### src/fbr_pkg.sv
// Shared constants and types for the flash burst read configuration block.
package fbr_pkg;

   localparam int unsigned ADDR_W = 16;
   localparam int unsigned DATA_W = 16;
   localparam int unsigned PIN_W  = 37;

   // Commands seen on the low data byte of a bus write.
   localparam logic [7:0] CMD_CFG_SETUP  = 8'h60;
   localparam logic [7:0] CMD_CFG_WRITE  = 8'h03;
   localparam logic [7:0] CMD_READ_IDENT = 8'h90;
   localparam logic [7:0] CMD_READ_ARRAY = 8'hFF;

   // Identifier space offset of the read_config register.
   localparam logic [ADDR_W-1:0] ID_CFG_OFFSET = 16'h0005;
   // Value returned at other identifier offsets; arbitrary.
   localparam logic [DATA_W-1:0] ID_FILL       = 16'h0000;

   localparam logic [15:0] CFG_RESET     = 16'hBFCF;
   localparam logic [15:0] CFG_KEEP_MASK = 16'hBFCF;

   localparam int unsigned MODE_BIT  = 15;
   localparam int unsigned LAT_HI    = 13;
   localparam int unsigned LAT_LO    = 11;
   localparam int unsigned POL_BIT   = 10;
   localparam int unsigned HOLD_BIT  = 9;
   localparam int unsigned LEAD_BIT  = 8;
   localparam int unsigned ORDER_BIT = 7;
   localparam int unsigned EDGE_BIT  = 6;
   localparam int unsigned WRAP_BIT  = 3;
   localparam int unsigned LEN_HI    = 2;
   localparam int unsigned LEN_LO    = 0;

   localparam logic [2:0] LAT_MIN_CODE  = 3'h2;
   localparam logic [2:0] LAT_RATE_CODE = 3'h3;
   localparam logic [2:0] LEN_4         = 3'h1;
   localparam logic [2:0] LEN_8         = 3'h2;
   localparam logic [2:0] LEN_16        = 3'h3;
   localparam logic [1:0] GROUP_LAST    = 2'h3;

   // Idle levels of the synchronised pins after reset.
   localparam logic [PIN_W-1:0] PIN_RESET = 37'h0F_0000_0000;

   typedef enum {CMD_ARRAY, CMD_IDENT, CMD_SETUP} fbr_cmd_t;
   typedef enum {BR_IDLE, BR_RUN, BR_DONE} fbr_burst_t;

endpackage : fbr_pkg

### src/fbr_flash_read_cfg.sv
// Read configuration register and synchronous burst read control.
`timescale 1ns/1ps
// Summary of operation
// Bit 15 high selects asynchronous page reads, low selects burst reads.
// Identifier mode read at offset 0x05 returns read_config.
// First burst word appears latency clocks after the address capture.
// Bits 13:11 hold latency codes 2 to 7, default 7.
// Excess latency with one-clock hold adds stalls after every four words.
// Bit 10 sets stall asserted level, default high.
// Stall changes only on active edges during active bus cycles.
// In burst mode stall stays asserted until data is valid.
// Asynchronous reads hold stall at its deasserted level.
// Stall floats when chip select or output enable is high.
// Bit 9 selects two-clock (default) or one-clock word hold.
// Host picks one-clock hold only when timing fits one period.
// Bit 8 deasserts stall one data cycle early (default) or with data.
// Host must not use early stall with latency 2 and two-clock hold.
// Bit 7 burst order; only linear value 1 is supported.
// Bit 6 selects active clock edge, rising by default.
// Bit 3 low wraps fixed bursts, high runs linearly (default).
// Bits 2:0 select 4, 8, 16 or continuous (default) burst length.
// Wrapped bursts count modulo length inside the aligned block.
// Continuous bursts always run linearly.
// Command 0x60 then 0x03 loads address bits into read_config.
// Reset leaves asynchronous page mode with array reads selected.
// Start address captured on address-valid rise or next active edge.
// Reset loads all defaults; reserved bits read as zero.
module fbr_flash_read_cfg (
   input  wire logic        clk,
   input  wire logic        rst_b,
   input  wire logic        flashClk,
   input  wire logic        chipSelN,
   input  wire logic        outEnN,
   input  wire logic        writeEnN,
   input  wire logic        addrValidN,
   input  wire logic [15:0] addrIn,
   input  wire logic [15:0] dataIn,
   input  wire logic [15:0] arrayData,
   output logic      [15:0] arrayAddr,
   output logic      [15:0] dataOut,
   output logic             dataOe,
   output logic             stallOut,
   output logic             stallOe,
   output logic      [15:0] readConfig
);

   logic [fbr_pkg::PIN_W-1:0] pinRaw;
   logic [fbr_pkg::PIN_W-1:0] pinSync;

   logic              fclkS;
   logic              csN;
   logic              oeN;
   logic              weN;
   logic              advN;
   logic [15:0]       addrS;
   logic [15:0]       dataS;

   logic              fclkD;
   logic              weD;
   logic              advD;

   fbr_pkg::fbr_cmd_t   cmdState;
   fbr_pkg::fbr_cmd_t   next_cmdState;
   fbr_pkg::fbr_burst_t burst;
   fbr_pkg::fbr_burst_t next_burst;

   logic [2:0]        gapLeft;
   logic [2:0]        next_gapLeft;
   logic [1:0]        holdLeft;
   logic [1:0]        next_holdLeft;
   logic [3:0]        wordCnt;
   logic [3:0]        next_wordCnt;
   logic              loadWord;
   logic              stallWant;
   logic [15:0]       next_readConfig;

   // Pins come from the host's domain and are synchronised first.
   assign pinRaw = {flashClk, chipSelN, outEnN, writeEnN, addrValidN,
                    addrIn, dataIn};

   fbr_pin_sync #(
      .W    (fbr_pkg::PIN_W),
      .INIT (fbr_pkg::PIN_RESET)
   ) uSync (
      .clk     (clk),
      .rst_b   (rst_b),
      .pinRaw  (pinRaw),
      .pinSync (pinSync)
   );

   assign fclkS = pinSync[36];
   assign csN   = pinSync[35];
   assign oeN   = pinSync[34];
   assign weN   = pinSync[33];
   assign advN  = pinSync[32];
   assign addrS = pinSync[31:16];
   assign dataS = pinSync[15:0];

   // Configuration fields.
   logic       syncMode;
   logic [2:0] latRaw;
   logic [2:0] latEff;
   logic       polHigh;
   logic       holdTwo;
   logic       leadEarly;
   logic       edgeRise;
   logic       wrapOn;
   logic [2:0] lenCode;

   // mode bit: a cleared bit enables burst reads.
   assign syncMode  = ~readConfig[fbr_pkg::MODE_BIT];
   // latency field; reserved low codes act as the shortest latency.
   assign latRaw    = readConfig[fbr_pkg::LAT_HI:fbr_pkg::LAT_LO];
   assign latEff    = (latRaw < fbr_pkg::LAT_MIN_CODE) ?
                      fbr_pkg::LAT_MIN_CODE : latRaw;
   // stall polarity.
   assign polHigh   = readConfig[fbr_pkg::POL_BIT];
   // word hold length.
   assign holdTwo   = readConfig[fbr_pkg::HOLD_BIT];
   // stall lead select.
   assign leadEarly = readConfig[fbr_pkg::LEAD_BIT];
   // active edge select.
   assign edgeRise  = readConfig[fbr_pkg::EDGE_BIT];
   // wrap only when the wrap-disable bit is clear.
   assign wrapOn    = ~readConfig[fbr_pkg::WRAP_BIT];
   // burst length code.
   assign lenCode   = readConfig[fbr_pkg::LEN_HI:fbr_pkg::LEN_LO];

   // Edge detection on the synchronised link pins.
   logic fclkRise;
   logic fclkFall;
   logic activeEdge;
   logic advRise;
   logic advFall;
   logic cmdWrite;
   logic busRead;
   logic stallPinOn;

   assign fclkRise   = fclkS & ~fclkD;
   assign fclkFall   = ~fclkS & fclkD;
   // one edge of the link clock drives all burst timing.
   assign activeEdge = edgeRise ? fclkRise : fclkFall;
   assign advRise    = advN & ~advD;
   assign advFall    = ~advN & advD;
   assign cmdWrite   = ~csN & weN & ~weD;
   assign busRead    = ~csN & ~oeN & weN;
   // stall pin driven only with chip select and output enable low.
   assign stallPinOn = ~csN & ~oeN;

   // Burst timing values.
   logic [1:0] holdLen;
   logic [2:0] excess;
   logic [3:0] lenMask;
   logic       fixedLen;
   logic       lastWord;
   logic       groupEnd;
   logic [15:0] stepAddr;
   logic       startBurst;
   logic       abortBurst;
   logic       arrayRead;

   assign holdLen  = holdTwo ? 2'h2 : 2'h1;
   // extra stall clocks per four-word group with one-clock hold.
   assign excess   = (!holdTwo && latEff > fbr_pkg::LAT_RATE_CODE) ?
                     (latEff - fbr_pkg::LAT_RATE_CODE) : 3'h0;
   assign fixedLen = (lenMask != 4'h0);
   assign lastWord = fixedLen && (wordCnt == lenMask);
   assign groupEnd = (wordCnt[1:0] == fbr_pkg::GROUP_LAST);
   assign arrayRead = (cmdState == fbr_pkg::CMD_ARRAY);

   // burst order bit is stored but only linear stepping exists.
   fbr_burst_step uStep (
      .curAddr  (arrayAddr),
      .wrapOn   (wrapOn),
      .lenCode  (lenCode),
      .nextAddr (stepAddr),
      .lenMask  (lenMask)
   );

   // start on address-valid rise or on an active edge while low.
   assign startBurst = (burst == fbr_pkg::BR_IDLE) && syncMode && ~csN &&
                       (advRise || (activeEdge && ~advN));
   assign abortBurst = csN || advFall;

   // identifier space shows read_config at its offset.
   logic [15:0] identData;
   logic [15:0] srcData;

   assign identData = (arrayAddr == fbr_pkg::ID_CFG_OFFSET) ?
                      readConfig : fbr_pkg::ID_FILL;
   assign srcData   = arrayRead ? arrayData : identData;

   // Burst sequencer.
   always_comb begin
      next_burst    = burst;
      next_gapLeft  = gapLeft;
      next_holdLeft = holdLeft;
      next_wordCnt  = wordCnt;
      loadWord      = 1'b0;
      unique case (burst)
         fbr_pkg::BR_IDLE: begin
            if (startBurst) begin
               next_burst   = fbr_pkg::BR_RUN;
               // first word after the latency count of active edges.
               next_gapLeft = latEff;
               next_wordCnt = 4'h0;
            end
         end
         fbr_pkg::BR_RUN, fbr_pkg::BR_DONE: begin
            if (abortBurst) begin
               next_burst = fbr_pkg::BR_IDLE;
            end else if (activeEdge) begin
               if (gapLeft > 3'h1) begin
                  next_gapLeft = gapLeft - 3'h1;
               end else if (gapLeft == 3'h1) begin
                  loadWord      = 1'b1;
                  next_gapLeft  = 3'h0;
                  next_holdLeft = holdLen;
               end else if (holdLeft > 2'h1) begin
                  next_holdLeft = holdLeft - 2'h1;
               end else if (burst == fbr_pkg::BR_RUN) begin
                  if (lastWord) begin
                     // Fixed bursts keep the last word once complete.
                     next_burst = fbr_pkg::BR_DONE;
                  end else if (groupEnd && excess != 3'h0) begin
                     // insert wait clocks before the next group.
                     next_gapLeft = excess;
                     next_wordCnt = wordCnt + 4'h1;
                  end else begin
                     loadWord      = 1'b1;
                     next_holdLeft = holdLen;
                     next_wordCnt  = wordCnt + 4'h1;
                  end
               end
            end
         end
      endcase
   end

   // stall holds until data is valid.
   // early mode releases it one data cycle ahead.
   assign stallWant = (next_burst != fbr_pkg::BR_IDLE) &&
                      (next_gapLeft != 3'h0) &&
                      (!leadEarly || next_gapLeft > {1'b0, holdLen});

   logic stallLevelOn;
   logic stallLevelOff;
   logic stallIdle;

   assign stallLevelOn  = polHigh;
   assign stallLevelOff = ~polHigh;
   assign stallIdle     = syncMode ? stallLevelOn : stallLevelOff;

   // Command interface for the configuration write sequence.
   always_comb begin
      next_cmdState   = cmdState;
      next_readConfig = readConfig;
      if (cmdWrite) begin
         unique case (cmdState)
            fbr_pkg::CMD_SETUP: begin
               next_cmdState = fbr_pkg::CMD_ARRAY;
               // second cycle loads the address into read_config.
               // reserved bits are forced to zero on load.
               if (dataS[7:0] == fbr_pkg::CMD_CFG_WRITE) begin
                  next_readConfig = addrS & fbr_pkg::CFG_KEEP_MASK;
               end
            end
            fbr_pkg::CMD_ARRAY, fbr_pkg::CMD_IDENT: begin
               if (dataS[7:0] == fbr_pkg::CMD_CFG_SETUP) begin
                  next_cmdState = fbr_pkg::CMD_SETUP;
               end else if (dataS[7:0] == fbr_pkg::CMD_READ_IDENT) begin
                  next_cmdState = fbr_pkg::CMD_IDENT;
               end else if (dataS[7:0] == fbr_pkg::CMD_READ_ARRAY) begin
                  next_cmdState = fbr_pkg::CMD_ARRAY;
               end
            end
         endcase
      end
   end

   // reset returns to array reads.
   // reset loads the default configuration.
   always_ff @(posedge clk or negedge rst_b) begin
      if (!rst_b) begin
         cmdState   <= fbr_pkg::CMD_ARRAY;
         readConfig <= fbr_pkg::CFG_RESET;
      end else begin
         cmdState   <= next_cmdState;
         readConfig <= next_readConfig;
      end
   end

   always_ff @(posedge clk or negedge rst_b) begin
      if (!rst_b) begin
         fclkD <= 1'b0;
         weD   <= 1'b1;
         advD  <= 1'b1;
      end else begin
         fclkD <= fclkS;
         weD   <= weN;
         advD  <= advN;
      end
   end

   always_ff @(posedge clk or negedge rst_b) begin
      if (!rst_b) begin
         burst    <= fbr_pkg::BR_IDLE;
         gapLeft  <= 3'h0;
         holdLeft <= 2'h0;
         wordCnt  <= 4'h0;
      end else begin
         burst    <= next_burst;
         gapLeft  <= next_gapLeft;
         holdLeft <= next_holdLeft;
         wordCnt  <= next_wordCnt;
      end
   end

   // Address register runs one word ahead of the output in bursts.
   always_ff @(posedge clk or negedge rst_b) begin
      if (!rst_b) begin
         arrayAddr <= 16'h0000;
      end else if (startBurst) begin
         arrayAddr <= addrS;
      end else if (loadWord && arrayRead) begin
         // step in order; non-array reads repeat one word.
         arrayAddr <= stepAddr;
      end else if (!syncMode) begin
         arrayAddr <= addrS;
      end
   end

   always_ff @(posedge clk or negedge rst_b) begin
      if (!rst_b) begin
         dataOut <= 16'h0000;
      end else if (!syncMode && busRead) begin
         dataOut <= srcData;
      end else if (loadWord) begin
         dataOut <= srcData;
      end
   end

   always_ff @(posedge clk or negedge rst_b) begin
      if (!rst_b) begin
         dataOe  <= 1'b0;
         stallOe <= 1'b0;
      end else begin
         dataOe  <= busRead;
         // float the stall pin unless chip select and output enable are both low.
         stallOe <= stallPinOn;
      end
   end

   // Stall level register; polarity applied when loaded.
   always_ff @(posedge clk or negedge rst_b) begin
      if (!rst_b) begin
         stallOut <= 1'b0;
      end else if (!stallPinOn) begin
         stallOut <= stallIdle;
      end else if (!syncMode) begin
         // asynchronous reads keep stall deasserted.
         stallOut <= stallLevelOff;
      end else if (activeEdge) begin
         // stall moves only on active edges of a bus cycle.
         stallOut <= stallWant ? stallLevelOn : stallLevelOff;
      end
   end

endmodule : fbr_flash_read_cfg

### src/fbr_pin_sync.sv
// Two-stage synchroniser for a vector of asynchronous pins.
`timescale 1ns/1ps
module fbr_pin_sync #(
   parameter int unsigned     W    = 1,
   parameter logic [W-1:0]    INIT = '0
) (
   input  wire logic         clk,
   input  wire logic         rst_b,
   input  wire logic [W-1:0] pinRaw,
   output logic      [W-1:0] pinSync
);

   logic [W-1:0] stageOne;

   genvar i;
   generate
      for (i = 0; i < W; i++) begin : gBit
         always_ff @(posedge clk or negedge rst_b) begin
            if (!rst_b) begin
               stageOne[i] <= INIT[i];
               pinSync[i]  <= INIT[i];
            end else begin
               stageOne[i] <= pinRaw[i];
               pinSync[i]  <= stageOne[i];
            end
         end
      end
   endgenerate

endmodule : fbr_pin_sync

### src/fbr_burst_step.sv
// Next burst word address, linear or wrapped within the burst block.
`timescale 1ns/1ps
module fbr_burst_step (
   input  wire logic [15:0] curAddr,
   input  wire logic        wrapOn,
   input  wire logic [2:0]  lenCode,
   output logic      [15:0] nextAddr,
   output logic      [3:0]  lenMask
);

   logic [15:0] linearAddr;
   logic [15:0] wideMask;

   // continuous bursts get no mask and run linearly.
   assign lenMask = (lenCode == fbr_pkg::LEN_4)  ? 4'h3 :
                    (lenCode == fbr_pkg::LEN_8)  ? 4'h7 :
                    (lenCode == fbr_pkg::LEN_16) ? 4'hF : 4'h0;

   assign linearAddr = curAddr + 16'h0001;
   assign wideMask   = {12'h000, lenMask};

   // wrap keeps the upper bits and counts modulo the length.
   assign nextAddr = (wrapOn && lenMask != 4'h0) ?
                     ((curAddr & ~wideMask) | (linearAddr & wideMask)) :
                     linearAddr;

endmodule : fbr_burst_step

### config.mk
export PLATFORM = sky130hd
export DESIGN_NAME = fbr_flash_read_cfg
export DESIGN_NICKNAME = d
export VERILOG_FILES = /design/src/fbr_pkg.sv /design/src/fbr_flash_read_cfg.sv /design/src/fbr_pin_sync.sv /design/src/fbr_burst_step.sv
export SDC_FILE = /design/constraint.sdc
export NUM_CORES = 1
export LEC_CHECK = 0
export BUFFER_PORTS_ARGS = -buffer_cell sky130_fd_sc_hd__buf_4
export CORE_AREA = 2 2 111 113
export CTS_BUF_LIST = sky130_fd_sc_hd__clkbuf_8
export CTS_CLUSTER_SIZE = 40
export DETAILED_ROUTE_END_ITERATION = 8
export DIE_AREA = 0 0 113 115
export GPL_TIMING_DRIVEN = 0
export PLACE_DENSITY = 0.77
export SYNTH_ARGS = -nofsm -noshare
export SYNTH_HDL_FRONTEND = slang
export SYNTH_SLANG_ARGS = --single-unit
### constraint.sdc
create_clock -name clk -period 8.2 [get_ports clk]
set_input_delay 0.41 -clock clk [delete_from_list [all_inputs] [get_ports clk]]
set_output_delay 0.41 -clock clk [all_outputs]
set_load 0.02 [all_outputs]
==> metrics.md, run 1 <==
| Metric | Value |
|---|---|
| Buf/Inv on CP | 0 |
| RePlAce Congestion | 0.906 |
| Mapped Cells | 542 |
| # IOs | 106 |
| TritonCTS buffer count | 17 |
| CP endpoint kind | register |
| Most frequent cells in the layout | dfrtp_1, buf_4, nor2_1, clkbuf_1, a21oi_1 |
| TritonCTS clock tree | done |
| Post-synthesis cell area | 6370 um^2 |
| Vias in the first global route | 4599 |
| Clock transition at the registers of the reported paths | 80 ps |
| Worst-Margin Slew | 807 ps |
| Final hold viol count | 0 |
| Synth unique cells | 71 |
| Worst r2r src | burst[3] |
| DIE HEIGHT | 115 um |
| Critical path's largest stage delay | 450 ps |
| Final WS setup | 4310 ps |
| First-pass iteration count of the detailed router | 7 |
| Largest family of logic cells by synthesized area | simple AND/OR/NAND/NOR gates |
| Crit-path slowest cell | o311ai_1 |
| DR iter-0 viols | 356 |
| Syn Area/Cell | 11.8 um^2 |
| Global-route wire length before repair | 22300 um |
| IO buf count | 94 |
| Fillers | 861 |
| P_leak | 3.49 nW |
| R2r endpoint | stallOut |
| Post-CTS setup buffer count | 0 |
| Crit-path leading delay family | compound AO/OA/AOI/OAI gates |
| Post-synth ARST share | 100% |
| Final Critical Period | 3890 ps |
| Share of layout cells above drive strength 1 | 30.7% |
| Initial antenna violation count | 0 |
| Slew Viols, Final | 0 |
| Clock Path Buffers | 2 |
| Hold Crit Start | addrIn[5] |
| Mux contribution to synthesized area | 4.71% |
| Clock Latency Late Sink | 450 ps |
| Setup CP Type | reg2reg |
| Critical Path RT | 8530 ps |
| Row count | 40 |
| DR WL/cell | 16.8 um |
| Area share of fa/ha/maj cells after synthesis | 1.57% |
| Setup TNS | 0 ps |
| N_diodes | 0 |
| Via count | 4650 |
| Final Cycle Share | 47.5% |
| Hold Path Depth | 1 |
| Xor/xnor share of the synthesized area | 0.824% |
| Hold Slack | 60.5 ps |
| RSZ-0062 raised after global routing | false |
| Total congestion overflow | 0 |
| Core Area | 11800 um^2 |
| Crit start category | register |
| Post-Synth Simple-Gate Area | 17.0% |
| Critical path, cell by cell | nor4_2 -> nand4_2 -> a211oi_4 -> a41oi_1 -> o311ai_1 -> ha_1 -> nor2b_1 -> o21ai_0 -> nand2_1 -> nor4b_1 -> a211oi_1 -> mux2_2 |
| Max cap viols | 0 |
| Relative slew slack | 45.8% |
| Post-synthesis register bit count | 152 |
| CP max FO | 7 |
| YS warnings | 0 |
| HP Class | in2reg |
| Fin Clk Skew | 11.4 ps |
| Largest net degree at the start of global routing | 105 |
| DIE WIDTH | 113 um |
| Status | finished with violations |
| Failing checks | DRC |
| Layout Nets | 722 |
| DP Worst Slack | 4360 ps |
| Total die area | 13000 um^2 |
| Max IR drop VDD | 154 uV |
| Residual DRC | 10 |
| Peak Freq | 257 MHz |
| Worst r2r path cells | 12 |
| Starting Density | 54.0% |
| Crit path DAT | 4230 ps |
| Flop-to-flop setup slack | 4310 ps |
| Final setup viols | 0 |
| Number of flops mapped to enable cells by yosys | 0 |
| Detail-routed via count per cell | 5.68 |
| Hold path endpoint | uSync.stageOne[21] |
| Synth-to-Final Area Change | 23.5% |
| Antenna-violating nets left | 0 |
| Most common cell after layout, fill and taps aside | dfrtp_1 |
| Clock sink count | 152 |
| # H-tree levels | 4 |
| Power Density | 292 nW/um^2 |
| Synth Flop Type | dfrtp_1 |
| HPWL after DPL | 10100 um |
| Compound-cell area share of the yosys netlist | 11.5% |
| Clock root buffer | clkbuf_8 |
| Total wire length | 13700 um |
| Gr usage total | 22.3% |
| Seq/Total Area, Yosys | 60.1% |
## power by group
part / switching, mW / internal (mW) / total, mW
combinational: 0.316 / 0.238 / 0.553
clock: 0.266 / 0.513 / 0.779
sequential: 0.116 / 0.850 / 0.967
total: 0.698 / 1.60 / 2.30
## routing by layer
layer  routed length (um)  track usage, %  vias up
met5                    0               0        -
met4                  282            9.51        0
met3                  806            5.27       24
met2                 6690            35.8      156
met1                 5960            29.5     2315
li1                     -               -     2155
## timing repair
item                                    CTS  global route
hold endpoints to repair                 45             0
hold buffers                              1             0
endpoints found under the setup margin    0             0
resized for setup                         0             0
## cell usage after synthesis, drive strengths merged (4+ instances only)
cell type  count  share of area (%)
mux2i         12                1.9
dfstp         23                9.5
nand2         30                1.8
nor4          15                3.4
clkbuf        37                2.2
nor3           9               0.71
nor2b          5               0.49
a22oi         15                1.8
nand3         18                1.4
ha             8                1.6
nand4         12                1.5
a31oi          5               0.73
nor4b          4               0.55
inv           19                1.1
o21ai         19                1.5
buf            7               0.73
nor2          49                2.9
a21oi         31                2.4
dfrtp        129                 51
xnor2          4               0.55
or4            4               0.47
o22ai          5               0.49
mux2          16                2.8
or2            6               0.59
and4           4               0.59
## final cells by class
class	count	area (um^2)	area share, %
clock buffers	17	234	2.97
inverters	19	71.3	0.906
repair buffers	96	747	9.49
multi-input cells	328	2280	28.9
clock inverters	15	328	4.16
well taps	147	184	2.34
flip-flops and latches	152	3830	48.7
plain buffers	45	199	2.53
## worst max path at each step
stage	from	end	depth (start not counted)
after floorplan	readConfig[1]	stallOut	13
after global placement	burst[3]	stallOut	12
final	burst[3]	stallOut	12
after CTS	burst[3]	stallOut	12
after detailed placement	burst[3]	stallOut	12
after global routing	burst[3]	stallOut	12
## logic make-up after synthesis
group	count (synthesis)
and+or+nand+nor	177
other	1
xor gates and xnor gates	6
adders and majority gates	8
muxes	28
AOI/OAI and AO/OA	106
DFF	152
buffers and inverters	64
## worst reg2reg max path, stage by stage (launching register included)
cell	delay (ps)
dfrtp_1	390
nor4_2	380
nand4_2	330
a211oi_4	440
a41oi_1	190
o311ai_1	450
ha_1	330
nor2b_1	130
o21ai_0	150
nand2_1	90
nor4b_1	140
a211oi_1	390
mux2_2	380
## state kept, by name, summed over array words and instances, names as in the netlist, named ones only
name            count
arrayAddr          13
holdLeft            2
uSync.stageOne     29
dataOut            16
readConfig         13
dataOe              1
stallOe             1
advD                1
gapLeft             3
cmdState            2
wordCnt             4
weD                 1
uSync.pinSync      29
burst              32
stallOut            1
fclkD               1
## metrics by stage
step	util, %	instance area [um^2]	std cells	power (mW)
global route	66.7	7870	819	2.41
finish	66.7	7870	819	2.30
CTS	66.7	7870	819	2.31
global placement	61.6	7270	785	1.50
detailed placement	61.8	7300	786	1.53
floorplan	-	6380	544	1.29
No activity file was read; power rests on OpenSTA's default activity.
==> run 2: changes to the inputs <==
- clock period: 8.2 -> 4 ns (I/O delays scaled with it)
==> run 2 against run 1 <==
  * The run still ends with DRC left
  * Final area is 4.2% higher
  * Setup slack got worse by 4100 ps
  * Register-to-register slack worse by 4100 ps
  * Global-route usage up 0.67 points
  * Sequential power up 100%
  * Sequential share of layout area fell by 2.0 points
  * Via count increased by 2.5%
  * Worst hold slack lost 12 ps
  * Largest power group unchanged
  * Non-clock buffer count up 33
==> metrics.md, run 2 (synthesis gave the netlist of run 1 again) <==
| Metric | Value |
|---|---|
| Placed inst area | 7300 um^2 |
| Seq pwr share | 41.8% |
| Starting Density | 54.0% |
| Status | finished with violations |
| Crit start category | register |
| Clock Latency Late Sink | 450 ps |
| TritonCTS buffer count | 17 |
| CP endpoint kind | register |
| Power Density | 578 nW/um^2 |
| Detail-routed via count per cell | 5.60 |
| Final WS setup | 255 ps |
| Crit path launch | readConfig[1] |
| Max reg flops | 32 |
| Power share of the combinational group | 24.6% |
| HP Class | in2reg |
| Crit-path most repeated cell | nor4b_1 |
| Worst-Margin Slew | 803 ps |
| DIE WIDTH | 113 um |
| TritonCTS clock tree | done |
| Max cap viols | 0 |
| Post-Layout Cell Count | 852 |
| Clock power frac | 33.6% |
| NetSw | 1.44 mW |
| Final core utilization | 69.5% |
| Critical Path RT | 4340 ps |
| Sw Ratio | 30.4% |
| HPWL after DPL | 10100 um |
| DR iter-0 viols | 350 |
| Peak Freq | 267 MHz |
| Clock root buffer | clkbuf_8 |
| Hold Slack | 48.2 ps |
| # H-tree levels | 4 |
| N_diodes | 0 |
| Most frequent cells in the layout | dfrtp_1, buf_4, nor2_1, clkbuf_1, dlygate4sd3_1 |
| Crit path DAT | 4080 ps |
| Gr usage total | 23.0% |
| Total power | 4.75 mW |
| Setup CP Type | reg2reg |
| Max IR drop VDD | 325 uV |
| Final Critical Period | 3740 ps |
| Worst r2r src | readConfig[1] |
| Critical path's largest stage delay | 530 ps |
| DIE HEIGHT | 115 um |
| RSZ-0062 raised after global routing | false |
| DP Worst Slack | 157 ps |
| Initial antenna violation count | 0 |
| CP max FO | 7 |
| Failing checks | DRC |
| Placed insts | 786 |
| Hold Crit Start | arrayData[5] |
| Largest register by flop count | burst |
| Setup TNS | 0 ps |
| Synth-to-Final Area Change | 28.8% |
| Flop-to-flop setup slack | 260 ps |
| Relative slew slack | 46.0% |
| Final Cycle Share | 93.6% |
| Most common cell after layout, fill and taps aside | dfrtp_1 |
| Final hold viol count | 0 |
| First-pass iteration count of the detailed router | 6 |
| Clock Path Buffers | 2 |
| Largest net degree at the start of global routing | 105 |
| Critical path, cell by cell | clkbuf_2 -> nor4b_1 -> a31o_2 -> a211oi_4 -> a41oi_1 -> o311ai_2 -> ha_1 -> nor2b_1 -> o21ai_0 -> nand2_1 -> nor4b_1 -> a211oi_1 -> mux2_2 |
| Fin area | 8210 um^2 |
| RePlAce Congestion | 0.906 |
| Antenna-violating nets left | 0 |
| Via count | 4768 |
| Layout Nets | 755 |
| # IOs | 106 |
| DR WL/cell | 16.6 um |
| IO buf count | 94 |
| Clock sink count | 152 |
| Total wire length | 14100 um |
| Cell Int Power | 3.30 mW |
| Residual DRC | 10 |
| Final setup viols | 0 |
| Slew Viols, Final | 0 |
| Total congestion overflow | 0 |
| Clock transition at the registers of the reported paths | 80 ps |
| Core Area | 11800 um^2 |
| Global-route wire length before repair | 23000 um |
| Total die area | 13000 um^2 |
| Biggest regs | burst x32, uSync.pinSync x29, uSync.stageOne x29 |
| Crit-path slowest cell | dfstp_2 |
| Share of layout cells above drive strength 1 | 29.6% |
| Row count | 40 |
| P_leak | 3.63 nW |
| Fin Clk Skew | 16.0 ps |
| Vias in the first global route | 4754 |
## run 2: cell count changes in the layout (fill, tap and decap cells not counted), sizes merged
| cell | before | now |
|---|---|---|
| buf | 102 | 104 |
| dlygate4sd3 | 1 | 32 |
## run 2: metal layers
metal | GRT usage [%] | vias up | part of all wire [%]
met1 | 29.9 | 2352 | 42
met2 | 37.5 | 178 | 49
met5 | 0 | - | 0
met3 | 5.32 | 19 | 6.4
li1 | - | 2219 | -
met4 | 9.76 | 0 | 1.7
## run 2: cell type report
cell class                      count  area [um^2]
Sequential cell                   152         3830
Inverter                           19         71.3
Tap cell                          147          184
Clock inverter                     15          328
Fill cell                         819         3600
Multi-Input combinational cell    328         2290
Timing Repair Buffer              129         1070
Clock buffer                       17          234
Buffer                             45          199
## run 2: worst paths after layout
path / cells past startpoint / endpoint
min: 3 / dataOut[5]
max reg2reg: 13 / stallOut
max in group asynchronous: 3 / readConfig[3]
max: 13 / stallOut
min in group asynchronous: 2 / burst[19]
min reg2reg: 0 / uSync.pinSync[5]
## run 2: power by group through the flow
stage	Combinational [mW]	Sequential, mW	Clock (mW)
finish	1.17	1.98	1.60
global route	1.27	2.01	1.68
CTS	1.16	1.98	1.62
detailed placement	1.13	2.01	0
global placement	1.09	1.99	0
floorplan	0.498	2.14	0
## run 2: critical path: cells and delay by family (launching register included)
kind / cells / cell delay [ps]
flip-flops: 1 / 530
buffers and inverters: 1 / 180
multiplexers: 1 / 380
adder cells (fa/ha/maj): 1 / 310
AND/OR/NAND/NOR: 4 / 450
AO/OA/AOI/OAI: 6 / 1760
## run 2: repair_timing
item	4_1_cts	5_1_grt
hold buffers	32	0
gates resized for setup	0	1
hold endpoints to repair	76	0
setup endpoints to repair	0	1
buffers inserted	0	2
